$ cat config.mk
export PLATFORM = sky130hd
export DESIGN_NAME = sctc_core
export DESIGN_NICKNAME = d
export VERILOG_FILES = /design/src/core/sctc_pkg.sv /design/src/core/sctc_core.sv
export SDC_FILE = /design/constraint.sdc
export NUM_CORES = 1
export LEC_CHECK = 0
export ABC_CLOCK_PERIOD_IN_PS = 12850
export BUFFER_PORTS_ARGS = -buffer_cell sky130_fd_sc_hd__buf_4
export CORE_MARGIN = 10
export CORE_UTILIZATION = 60
export CTS_CLUSTER_DIAMETER = 150
export DETAILED_ROUTE_END_ITERATION = 7
export PLACE_DENSITY = 0.75
export SLEW_MARGIN = 40
export SYNTH_ARGS = -nofsm -noshare
export SYNTH_HDL_FRONTEND = slang
export SYNTH_SLANG_ARGS = --single-unit
$ cat constraint.sdc
create_clock -name clk -period 12.85 [get_ports clk]
set_input_delay 2.57 -clock clk [delete_from_list [all_inputs] [get_ports clk]]
set_output_delay 2.57 -clock clk [all_outputs]
set_load 0.02 [all_outputs]
$ cat src/core/sctc_pkg.sv
// constants, field layouts and carriers of the timer control core
// assumes one timer clock and a classic wishbone register port
//
// What this block does
// [RULE1] counter freezes while core is debug-halted and the pause control is set
// [RULE2] divider field 00/01/10 gives sample clock of clock, /2, /4; 11 reserved
// [RULE3] same divider setting fixes the dead-time base period ratio
// [RULE4] period buffering on holds a new period until update; off acts at once
// [RULE5] mode 00 counts one way; direction bit 0 counts up, 1 counts down
// [RULE6] mode 01 counts up and down; channel flag set only while counting down
// [RULE7] mode 10 counts up and down; channel flag set only while counting up
// [RULE8] mode 11 counts up and down; channel flag set in both directions
// [RULE9] one-cycle stop bit halts counting at the next update event
// [RULE10] overflow source bit 1 admits only real overflow as update source
// [RULE11] overflow event gate and counter run bits gate events and counting
package sctc_pkg;

    // ************************************************************
    // register byte offsets
    // ************************************************************
    localparam logic [7:0] SCTC_OFS_CTRL1 = 8'h00;
    localparam logic [7:0] SCTC_OFS_IDEN = 8'h0C;
    localparam logic [7:0] SCTC_OFS_ISTS = 8'h10;
    localparam logic [7:0] SCTC_OFS_SWEVT = 8'h14;
    localparam logic [7:0] SCTC_OFS_CVAL = 8'h24;
    localparam logic [7:0] SCTC_OFS_DIV = 8'h28;
    localparam logic [7:0] SCTC_OFS_PR = 8'h2C;
    localparam logic [7:0] SCTC_OFS_C1DT = 8'h34;
    // plain storage: ctrl2, mode, output ctrl, repetition, break, burst ctrl/data
    localparam int SCTC_PLAIN_N = 7;
    localparam logic [7:0] SCTC_PLAIN_OFS [SCTC_PLAIN_N] =
        '{8'h04, 8'h18, 8'h20, 8'h30, 8'h44, 8'h48, 8'h4C};

    // ************************************************************
    // reset values, write masks and field positions
    // ************************************************************
    localparam logic [15:0] SCTC_RST16 = 16'h0000;
    localparam logic [15:0] SCTC_CTRL1_WMASK = 16'h03FF;
    localparam logic [15:0] SCTC_IDEN_WMASK = 16'h0303;
    localparam int SCTC_IRQ_OVF = 0;
    localparam int SCTC_IRQ_CH = 1;
    localparam int SCTC_DMA_OVF = 8;
    localparam int SCTC_DMA_CH = 9;
    localparam int SCTC_SWEVT_OVF = 0;

    // ************************************************************
    // counting modes and sample divider settings
    // ************************************************************
    localparam logic [1:0] SCTC_MODE_ONEWAY = 2'h0;
    localparam logic [1:0] SCTC_MODE_DOWNFLAG = 2'h1;
    localparam logic [1:0] SCTC_MODE_UPFLAG = 2'h2;
    localparam logic [1:0] SCTC_MODE_BOTHFLAG = 2'h3;
    localparam logic [1:0] SCTC_DIV_1 = 2'h0;
    localparam logic [1:0] SCTC_DIV_2 = 2'h1;
    localparam logic [1:0] SCTC_DIV_4 = 2'h2;
    localparam logic [1:0] SCTC_LIM_1 = 2'h0;
    localparam logic [1:0] SCTC_LIM_2 = 2'h1;
    localparam logic [1:0] SCTC_LIM_4 = 2'h3;

    // control_one layout
    typedef struct packed {
        logic [5:0] rsvd;
        logic [1:0] sample_clock_divider;
        logic period_buffering_on;
        logic [1:0] counting_mode_select;
        logic single_direction_select;
        logic one_cycle_stop;
        logic overflow_source_select;
        logic overflow_event_gate;
        logic counter_run;
    } sctc_ctrl_s;

endpackage : sctc_pkg

$ cat src/core/sctc_core.sv
// single-channel 16-bit timer control core with wishbone slave
// assumes inputs synchronous to clk; debug and slave inputs come from
// neighbouring logic in the same clock domain
`timescale 1ns/1ps
`default_nettype none

module sctc_core
    import sctc_pkg::*;
(
    input wire logic clk, // timer clock, 200 MHz
    input wire logic arst_n, // async reset, active low
    input wire logic wb_cyc_i, // bus cycle
    input wire logic wb_stb_i, // strobe
    input wire logic wb_we_i, // write enable
    input wire logic [7:0] wb_adr_i, // byte address
    input wire logic [3:0] wb_sel_i, // byte enables
    input wire logic [31:0] wb_dat_i, // write data
    output logic [31:0] wb_dat_o, // read data
    output logic wb_ack_o, // acknowledge
    input wire logic debug_halted, // core halted in debug
    input wire logic debug_halt_pause, // pause control from debug unit
    input wire logic slave_update_event, // update from slave controller
    output logic irq, // level interrupt
    output logic ovf_dma_req, // overflow dma pulse
    output logic ch_dma_req, // channel dma pulse
    output logic sample_tick, // sample / dead-time base tick
    output logic count_down // current count direction
);

    // ************************************************************
    // state
    // ************************************************************
    sctc_ctrl_s ctrl1;
    logic [15:0] iden;
    logic [1:0] flags;
    logic [15:0] cnt;
    logic cdown;
    logic [15:0] psc_val;
    logic [15:0] psc_act;
    logic [15:0] psc_cnt;
    logic [15:0] per_val;
    logic [15:0] per_shadow;
    logic [15:0] c1dt;
    logic [1:0] dts_cnt;
    logic [2:0] div_age;
    logic [15:0] plain [SCTC_PLAIN_N];

    // merge selected byte lanes of a 16-bit register
    function automatic logic [15:0] wr16(input logic [15:0] old,
                                         input logic [31:0] d,
                                         input logic [3:0] s);
        wr16 = {s[1] ? d[15:8] : old[15:8], s[0] ? d[7:0] : old[7:0]};
    endfunction : wr16

    // ************************************************************
    // bus decode
    // ************************************************************
    // a request is answered one cycle later; the access acts at the
    // edge where the master sees ack, so a held request acts once
    wire req = wb_cyc_i && wb_stb_i;
    wire acc = req && wb_ack_o;
    wire wr = acc && wb_we_i;
    wire rd = acc && !wb_we_i;
    wire [7:0] wadr = {wb_adr_i[7:2], 2'h0};
    wire hit_ctrl1 = (wadr == SCTC_OFS_CTRL1);
    wire hit_iden = (wadr == SCTC_OFS_IDEN);
    wire hit_ists = (wadr == SCTC_OFS_ISTS);
    wire hit_swevt = (wadr == SCTC_OFS_SWEVT);
    wire hit_cval = (wadr == SCTC_OFS_CVAL);
    wire hit_div = (wadr == SCTC_OFS_DIV);
    wire hit_pr = (wadr == SCTC_OFS_PR);
    wire hit_c1dt = (wadr == SCTC_OFS_C1DT);
    wire ctrl_wr = wr && hit_ctrl1;
    wire cnt_wr = wr && hit_cval;
    wire per_wr = wr && hit_pr;
    wire sw_trig = wr && hit_swevt && wb_sel_i[0] && wb_dat_i[SCTC_SWEVT_OVF];
    wire [15:0] ctrl_new = wr16(ctrl1, wb_dat_i, wb_sel_i) & SCTC_CTRL1_WMASK;

    // plain storage registers, one per entry
    wire [15:0] plain_or [SCTC_PLAIN_N+1];
    assign plain_or[0] = SCTC_RST16;
    genvar gi;
    generate
        for (gi = 0; gi < SCTC_PLAIN_N; gi++) begin : g_plain
            wire hit = (wadr == SCTC_PLAIN_OFS[gi]);
            always_ff @(posedge clk or negedge arst_n) begin
                if (!arst_n) begin
                    plain[gi] <= SCTC_RST16;
                end else if (wr && hit) begin
                    plain[gi] <= wr16(plain[gi], wb_dat_i, wb_sel_i);
                end
            end
            assign plain_or[gi+1] = plain_or[gi] | (hit ? plain[gi] : SCTC_RST16);
        end
    endgenerate

    // ************************************************************
    // counting control
    // ************************************************************
    // the pause only matters while debug holds the core
    wire paused = debug_halted && debug_halt_pause; // [RULE1]
    wire cnt_en = ctrl1.counter_run && !paused; // [RULE1] [RULE11]
    wire centre = (ctrl1.counting_mode_select != SCTC_MODE_ONEWAY); // [RULE5]
    wire dir_down = centre ? cdown : ctrl1.single_direction_select; // [RULE5]
    // unbuffered period takes the software value straight away
    wire [15:0] per_act = ctrl1.period_buffering_on ? per_shadow : per_val; // [RULE4]
    wire tick = cnt_en && (psc_cnt == psc_act);
    wire at_end = dir_down ? (cnt == 16'h0000) : (cnt >= per_act);
    wire hw_ovf = tick && at_end;
    // gate bit high blocks every update event, overflow or forced
    wire gate_ok = !ctrl1.overflow_event_gate; // [RULE11]
    wire forced = !ctrl1.overflow_source_select && (sw_trig || slave_update_event); // [RULE10]
    wire sw_upd = gate_ok && forced; // [RULE10]
    wire upd = gate_ok && (hw_ovf || forced); // [RULE10] [RULE11]
    // channel flag allowed per mode and direction
    wire dir_ok = (ctrl1.counting_mode_select == SCTC_MODE_ONEWAY) ||
                  (ctrl1.counting_mode_select == SCTC_MODE_BOTHFLAG) || // [RULE8]
                  ((ctrl1.counting_mode_select == SCTC_MODE_DOWNFLAG) && dir_down) || // [RULE6]
                  ((ctrl1.counting_mode_select == SCTC_MODE_UPFLAG) && !dir_down); // [RULE7]
    wire ch_hit = tick && (cnt == c1dt) && dir_ok;
    wire [1:0] flag_set = {ch_hit, upd};

    // next counter value and direction; bus write wins, then forced update
    logic [15:0] next_cnt;
    logic next_cdown;
    always_comb begin
        next_cnt = cnt;
        next_cdown = cdown;
        if (cnt_wr) begin
            next_cnt = wr16(cnt, wb_dat_i, wb_sel_i);
        end else if (sw_upd) begin
            next_cnt = (!centre && ctrl1.single_direction_select) ? per_act : 16'h0000;
            next_cdown = 1'b0;
        end else if (tick) begin
            if (dir_down) begin // [RULE5]
                if (cnt == 16'h0000) begin
                    next_cdown = 1'b0; // [RULE6] [RULE7] [RULE8]
                    next_cnt = centre ? ((per_act == 16'h0000) ? 16'h0000 : 16'h0001) : per_act;
                end else begin
                    next_cnt = cnt - 16'h0001;
                end
            end else begin
                if (cnt >= per_act) begin
                    next_cdown = centre; // [RULE6] [RULE7] [RULE8]
                    next_cnt = (centre && per_act != 16'h0000) ? per_act - 16'h0001 : 16'h0000;
                end else begin
                    next_cnt = cnt + 16'h0001;
                end
            end
        end
        if (!centre) begin
            next_cdown = 1'b0;
        end
    end

    // counter, direction and prescaler
    always_ff @(posedge clk or negedge arst_n) begin
        if (!arst_n) begin
            cnt <= SCTC_RST16;
            cdown <= 1'b0;
            psc_cnt <= SCTC_RST16;
            psc_act <= SCTC_RST16;
        end else begin
            cnt <= next_cnt;
            cdown <= next_cdown;
            if (tick || sw_upd) begin
                psc_cnt <= SCTC_RST16;
            end else if (cnt_en) begin
                psc_cnt <= psc_cnt + 16'h0001;
            end
            if (upd) begin
                psc_act <= psc_val;
            end
        end
    end

    // control_one; software write beats the one-cycle hardware stop
    always_ff @(posedge clk or negedge arst_n) begin
        if (!arst_n) begin
            ctrl1 <= SCTC_RST16;
        end else if (ctrl_wr) begin
            ctrl1 <= ctrl_new;
        end else if (upd && ctrl1.one_cycle_stop) begin
            ctrl1.counter_run <= 1'b0; // [RULE9]
        end
    end

    // software-visible values and the period shadow
    always_ff @(posedge clk or negedge arst_n) begin
        if (!arst_n) begin
            iden <= SCTC_RST16;
            psc_val <= SCTC_RST16;
            per_val <= SCTC_RST16;
            per_shadow <= SCTC_RST16;
            c1dt <= SCTC_RST16;
        end else begin
            if (wr && hit_iden) begin
                iden <= wr16(iden, wb_dat_i, wb_sel_i) & SCTC_IDEN_WMASK;
            end
            if (wr && hit_div) begin
                psc_val <= wr16(psc_val, wb_dat_i, wb_sel_i);
            end
            if (per_wr) begin
                per_val <= wr16(per_val, wb_dat_i, wb_sel_i);
            end
            if (upd) begin
                per_shadow <= per_val; // [RULE4]
            end
            if (wr && hit_c1dt) begin
                c1dt <= wr16(c1dt, wb_dat_i, wb_sel_i);
            end
        end
    end

    // ************************************************************
    // sample and dead-time base divider
    // ************************************************************
    // reserved setting falls back to no division rather than stalling
    wire [1:0] dts_lim = (ctrl1.sample_clock_divider == SCTC_DIV_2) ? SCTC_LIM_2 :
                         (ctrl1.sample_clock_divider == SCTC_DIV_4) ? SCTC_LIM_4 :
                         SCTC_LIM_1; // [RULE2] [RULE3]
    wire dts_wrap = (dts_cnt >= dts_lim);
    always_ff @(posedge clk or negedge arst_n) begin
        if (!arst_n) begin
            dts_cnt <= 2'h0;
            sample_tick <= 1'b0;
            div_age <= 3'h0;
        end else begin
            dts_cnt <= dts_wrap ? 2'h0 : dts_cnt + 2'h1; // [RULE2]
            sample_tick <= dts_wrap; // [RULE3]
            if (ctrl_wr) begin
                div_age <= 3'h0;
            end else if (div_age != 3'h7) begin
                div_age <= div_age + 3'h1;
            end
        end
    end

    // ************************************************************
    // flags, interrupt and bus answer
    // ************************************************************
    // read clears only bits already returned, so a later set survives
    wire [1:0] flag_clr = (rd && hit_ists) ? wb_dat_o[1:0] : 2'h0;
    wire [15:0] rd16 = hit_ctrl1 ? ctrl1 :
                       hit_iden ? iden :
                       hit_ists ? {14'h0000, flags} :
                       hit_cval ? cnt :
                       hit_div ? psc_val :
                       hit_pr ? per_val :
                       hit_c1dt ? c1dt :
                       plain_or[SCTC_PLAIN_N];
    wire [1:0] irq_mask = {iden[SCTC_IRQ_CH], iden[SCTC_IRQ_OVF]};
    always_ff @(posedge clk or negedge arst_n) begin
        if (!arst_n) begin
            flags <= 2'h0;
            irq <= 1'b0;
            ovf_dma_req <= 1'b0;
            ch_dma_req <= 1'b0;
            count_down <= 1'b0;
            wb_ack_o <= 1'b0;
            wb_dat_o <= 32'h00000000;
        end else begin
            flags <= (flags & ~flag_clr) | flag_set; // [RULE6] [RULE7] [RULE8]
            irq <= |(flags & irq_mask);
            ovf_dma_req <= upd && iden[SCTC_DMA_OVF];
            ch_dma_req <= ch_hit && iden[SCTC_DMA_CH];
            count_down <= dir_down;
            wb_ack_o <= req && !wb_ack_o;
            if (req && !wb_ack_o) begin
                wb_dat_o <= {16'h0000, rd16};
            end
        end
    end

    // ************************************************************
    // assertions
    // ************************************************************
    property p_debug_freeze;
        @(posedge clk) disable iff (!arst_n)
        (paused && !cnt_wr && !sw_upd) |=> $stable(cnt);
    endproperty
    a_debug_freeze: assert property (p_debug_freeze) // [RULE1]
        else $error("counter moved while debug paused");

    property p_div_four;
        @(posedge clk) disable iff (!arst_n)
        (sample_tick && ctrl1.sample_clock_divider == SCTC_DIV_4 && div_age >= 3'h4)
        |=> !sample_tick ##1 !sample_tick ##1 !sample_tick;
    endproperty
    a_div_four: assert property (p_div_four) // [RULE2]
        else $error("divide by four spacing wrong");

    property p_div_one;
        @(posedge clk) disable iff (!arst_n)
        (ctrl1.sample_clock_divider == SCTC_DIV_1 && div_age >= 3'h2) |-> sample_tick;
    endproperty
    a_div_one: assert property (p_div_one) // [RULE3]
        else $error("undivided base tick missing");

    property p_period_held;
        @(posedge clk) disable iff (!arst_n)
        (per_wr && ctrl1.period_buffering_on && !upd) |=> $stable(per_act);
    endproperty
    a_period_held: assert property (p_period_held) // [RULE4]
        else $error("buffered period took effect early");

    property p_period_direct;
        @(posedge clk) disable iff (!arst_n)
        (per_wr && !ctrl1.period_buffering_on && wb_sel_i[1:0] == 2'h3)
        |=> per_act == $past(wb_dat_i[15:0]);
    endproperty
    a_period_direct: assert property (p_period_direct) // [RULE4]
        else $error("unbuffered period not applied");

    property p_up_step;
        @(posedge clk) disable iff (!arst_n)
        (!centre && !ctrl1.single_direction_select && tick && cnt < per_act
         && !cnt_wr && !sw_upd) |=> cnt == $past(cnt) + 16'h0001;
    endproperty
    a_up_step: assert property (p_up_step) // [RULE5]
        else $error("one-way up step wrong");

    property p_flag_down_only;
        @(posedge clk) disable iff (!arst_n)
        (ch_hit && ctrl1.counting_mode_select == SCTC_MODE_DOWNFLAG) |-> dir_down;
    endproperty
    a_flag_down_only: assert property (p_flag_down_only) // [RULE6]
        else $error("channel flag while counting up");

    property p_flag_up_only;
        @(posedge clk) disable iff (!arst_n)
        (ch_hit && ctrl1.counting_mode_select == SCTC_MODE_UPFLAG) |-> !dir_down;
    endproperty
    a_flag_up_only: assert property (p_flag_up_only) // [RULE7]
        else $error("channel flag while counting down");

    property p_flag_both;
        @(posedge clk) disable iff (!arst_n)
        (tick && cnt == c1dt && ctrl1.counting_mode_select == SCTC_MODE_BOTHFLAG)
        |=> flags[SCTC_IRQ_CH];
    endproperty
    a_flag_both: assert property (p_flag_both) // [RULE8]
        else $error("channel flag not set in mode three");

    property p_one_cycle;
        @(posedge clk) disable iff (!arst_n)
        (upd && ctrl1.one_cycle_stop && !ctrl_wr) |=> !ctrl1.counter_run;
    endproperty
    a_one_cycle: assert property (p_one_cycle) // [RULE9]
        else $error("one-cycle stop did not halt");

    property p_src_only_ovf;
        @(posedge clk) disable iff (!arst_n)
        (ctrl1.overflow_source_select && !hw_ovf) |-> !upd;
    endproperty
    a_src_only_ovf: assert property (p_src_only_ovf) // [RULE10]
        else $error("update without real overflow");

    property p_stopped;
        @(posedge clk) disable iff (!arst_n)
        (!ctrl1.counter_run && !cnt_wr && !sw_upd) |=> $stable(cnt);
    endproperty
    a_stopped: assert property (p_stopped) // [RULE11]
        else $error("counter moved while stopped");

    c_overflow: cover property (@(posedge clk) disable iff (!arst_n) hw_ovf && upd);
    c_centre_turn: cover property (@(posedge clk) disable iff (!arst_n)
        centre && $rose(cdown));
    c_irq: cover property (@(posedge clk) disable iff (!arst_n) $rose(irq));
    c_sw_update: cover property (@(posedge clk) disable iff (!arst_n) sw_upd);

endmodule : sctc_core

`default_nettype wire

* Word level (Yosys, flattened, before mapping) *
Index checks and enable logic that the tools add are counted.

cells by class
  $add $sub $neg = 5
  eq/ne operators = 28
  bitwise logic cells = 10
  order comparisons = 2
  reduce and logical (&&, ||, !) cells = 89
  muxes and demuxes = 45

operator list
  operator               number
  $mux 16                26
  $or 16x16->16          6
  $reduce_and 2->1       27
  $logic_and 1x1->1      38
  $eq 6x4->1 const B     6
  $add 16x1->16 const B  2
  $eq 16x16->1           2
  $logic_not 16->1       2
  $sub 16x1->16 const B  2
  $eq 6x3->1 const B     3
  $eq 6x5->1 const B     3
  $ge 16x16->1           1
  $mux 8                 2
  $reduce_bool 16->1     1
  $mux 1                 13
  $logic_not 8->1        1
  $mux 2                 4
  $ne 2x2->1 const B     4
  $logic_not 1->1        7
  $eq 2x2->1 const B     3
  $eq 6x1->1 const B     1
  $eq 6x2->1 const B     1
  $logic_or 1x1->1       6
  $reduce_bool 2->1      3
  13 further kinds       15

storage, ports and cells
  input port bits = 52
  logic and storage cells = 224
  output and inout port bits = 38
  bits in registers = 265

* Logic depth before layout (Yosys ltp) *
  word-level depth = 15
  mapped depth = 15
  mapped depth without buffers = 10

* Worst setup path after synthesis *
No wires, ideal clock.

  path kind = input to register
  start = input port wb_adr_i[3]
  end = register cnt[15]
  setup slack = 8.109 ns
  buffers on the path = 3
  arrival time = 4.623 ns
  stages on the path = 9
  library setup time = 0.119 ns
  path through = buf_2 nor4b_4 a41oi_1 or3_1 clkbuf_1 a21oi_1 buf_2 o21ai_0 o21a_1

between the ends
  longest elaborated chain between the ends = 9
  elaborated cells on any way between the ends = 14

ends and longest elaborated chain
  element                                                        line              RTL
  start, declared                                                sctc_core.sv:15   input wire logic [7:0] wb_adr_i,
  $eq 6x3->1                                                     sctc_core.sv:68   wire hit_swevt = (wadr == SCTC_OFS_SWEVT);
  $logic_and 1x1->1 (3 in series)                                sctc_core.sv:76   wire sw_trig = wr && hit_swevt && wb_sel_i[0] && wb_dat_i[SCTC_SWEVT_OVF];
  $logic_or 1x1->1                                               sctc_core.sv:112  wire forced = !ctrl1.overflow_source_select && (sw_trig || slave_update_event);
  $logic_and 1x1->1                                              sctc_core.sv:112
  $logic_and 1x1->1                                              sctc_core.sv:113  wire sw_upd = gate_ok && forced;
  $reduce_bool 3->1 (no line) / $mux 16 (equally long branches)  n/a
  $reduce_and 2->1 (no line) / $mux 16 (equally long branches)   n/a
  end signal, assigned                                           sctc_core.sv:164  cnt <= next_cnt;
  end, declared                                                  sctc_core.sv:36   logic [15:0] cnt;

Parallel ways exist; a longest one is shown, timed or not.
A chain may end at the register's enable or synchronous reset.

* Final worst setup path *
  start = input port wb_adr_i[3]
  end = register cnt[12]

The elaborated chain is that of the path after synthesis.

==> metrics <==
area of the multi-input gates=0.00729 sq mm; DRC violations left=0; Peak Freq=0.202 GHz; Pwr Density=118 mW/mm^2; Tcrit/Tclk final=0.384; total wire length=40200 um; initial antenna violation count=0; first-pass GRT wire length=63300 um; status=completed; Syn Inst Count=1327; Clk pin slew, worst setup/hold paths=0.06 ns; vias in the first global route=10978; std cell rows=56; CTS tree=built; Worst Setup End Kind=flip-flop; leakage=0.00742 uW; Tightest Pin Transition=0.883 ns; number of buffers inserted by hold repair at cts=0; storage element area=0.00663 sq mm; share of cells above drive strength 1=0.249; Distinct cells, synth=76; Clock Skew=0.0471 ns; WL met3=3130 um; CP arrival=5.39 ns; total CTS buffers=28; Detail Placement HPWL=27800 um; Port Buffer Count=53; Die Span X=175 um; CP required=13.30 ns; area of the die=0.0306 sq mm; setup repair bufs after CTS=0; DRT iter0 DRCs=1328; FILL cells=1865; ANT cells=0; RSZ-0062 raised after global routing=false; Synth Register Bits=265; Congestion Overflow GR=0; via count=11120; Max Cap Violations=0; core box area=0.0235 sq mm; CTS HTree Levels=1; final setup fails=0; min Tclk post-route=4.94 ns; DR vias/cell=6.67; clk sinks=265; critical path type=primary input to flip-flop; die height=175 um; Layout Cells excl Fill=1666; met2 routed WL=18400 um; Post-synth EDFFs=0; Post-Syn Area=0.0144 sq mm; crit-path max FO=21; WHS=0.483 ns; worst vdd ir=0.000136 V; yosys warns=0; Final Hold Viols=0; Tot GR Track Use=0.257; CTS resizes=0; Setup TNS Final=0 ns; io pins=90; top_reg_cell synth=dfrtp_1; Startpoint Class=primary input; worst slack, placed=7.45 ns; syn avg cell area=10.9 sq um; Final Max Slew Viols=0; Async SR Flop Fraction=1.00; worst min path class=flip-flop to flip-flop; dpl cells=1615; Area growth, synth to finish=9.98%; final worst-path setup slack=7.91 ns; Clock Latency Late Sink=0.58 ns; Max Used Layer=met4; Clock Path Buffers=3; Metal-1 WL=17100 um; Routed Antenna Nets=0; Slew headroom=0.411; Root Driver=clkbuf_16; sequential share of the synthesized area=0.460; routability congestion estimate from global placement=0.961; largest net degree at the start of global routing=77; WL per Instance=24.1 um; nets=1406; first drt pass iteration count=6; Starting Density=0.613
==> cells by family (layout without fill, tap and decap cells) <==
| logic type | after synthesis | in the layout | synth area share |
|---|---|---|---|
| AOI/OAI and AO/OA | 254 | 254 | 0.123 |
| xor gates and xnor gates | 77 | 77 | 0.0467 |
| DFF | 265 | 265 | 0.460 |
| and+or+nand+nor | 339 | 339 | 0.121 |
| adders and majority gates | 27 | 27 | 0.0234 |
| other | 1 | 16 | 0.000260 |
| muxes | 236 | 236 | 0.187 |
| buffers and inverters | 128 | 133 | 0.0396 |
==> flip-flops by register name (all words and copies together) (netlist names), 2 cells and up <==
name and flops:
plain 112, c1dt 16, cnt 16, per_shadow 16, per_val 16, psc_act 16, psc_cnt 16, psc_val 16
wb_dat_o 16, ctrl1 10, iden 4, dts_cnt 2, flags 2
==> Yosys cell counts, types with 27 or more instances <==
library cell    n  area [sq um]
mux2_2        188          2120
dfrtp_1       265          6630
nand4_1        32           200
nand3_1        27           135
nor2_1         75           282
ha_1           27           338
xnor2_1        40           350
a22oi_1        63           473
xor2_1         37           324
nor3_1         31           155
mux2i_1        29           290
nand2_1        80           300
a21oi_1        50           250
o21ai_0        34           170
clkbuf_1       78           293
==> power breakdown <==
part | switching [uW] | internal, uW
clock | 343 | 490
combinational | 108 | 59.0
sequential | 24.1 | 849
==> cell type report <==
cell class	count	area share
clock buffer	37	0.0494
timing repair buffer	64	0.0327
sequential	265	0.418
inverter	19	0.00449
clock inverter	13	0.0108
tap	319	0.0252
multi-input combinational	949	0.459
==> layout by cell type (no fill, tap or decap), types with 16 or more instances in the layout <==
| cell | instances |
|---|---|
| nor4_1 | 18 |
| nand2_1 | 80 |
| xnor2_1 | 40 |
| buf_4 | 59 |
| a21oi_1 | 49 |
| o21ai_0 | 34 |
| mux2_4 | 19 |
| inv_1 | 17 |
| nor3_1 | 31 |
| nand4_1 | 32 |
| ha_1 | 27 |
| conb_1 | 16 |
| clkbuf_16 | 28 |
| nor2_1 | 75 |
| dfrtp_1 | 265 |
| a22oi_1 | 63 |
| nand3_1 | 27 |
| mux2_2 | 188 |
| xor2_1 | 37 |
| mux2i_1 | 29 |
==> critical path, stage by stage <==
cell and delay [ns]:
buf_4 0.16, nor4b_4 0.51, a41oi_1 0.21, or3_2 0.69, a31oi_1 0.68, o32ai_1 0.32, a31oi_1 0.23
==> per-stage QoR <==
stage                     utilization  cell area [sq um]  power, uW
after global placement          0.631              14900       1050
final                           0.674              15900       1870
after detailed placement        0.633              14900       1050
after floorplan                     -              14500        983
after CTS                       0.673              15900       1880
after global routing            0.674              15900       1930
==> worst paths after layout <==
path | start | to | slack [ns] | cells after the start
worst max-delay path | wb_adr_i[3] | cnt[12] | 7.91 | 7
worst min-delay path | plain[94] | plain[94] | 0.48 | 2
worst max register to register | ctrl1[7] | per_shadow[7] | 8.63 | 12
worst min register to register | plain[94] | plain[94] | 0.48 | 2
max in group asynchronous | arst_n | wb_dat_o[12] | 9.90 | 2
min in group asynchronous | arst_n | psc_val[12] | 1.93 | 1
==> routing by layer <==
metal,GRT usage,vias up
met5,0,-
met4,0.104,0
met3,0.0455,93
met2,0.397,558
met1,0.353,5603
li1,-,4866
(Power assumes the default switching activity.)
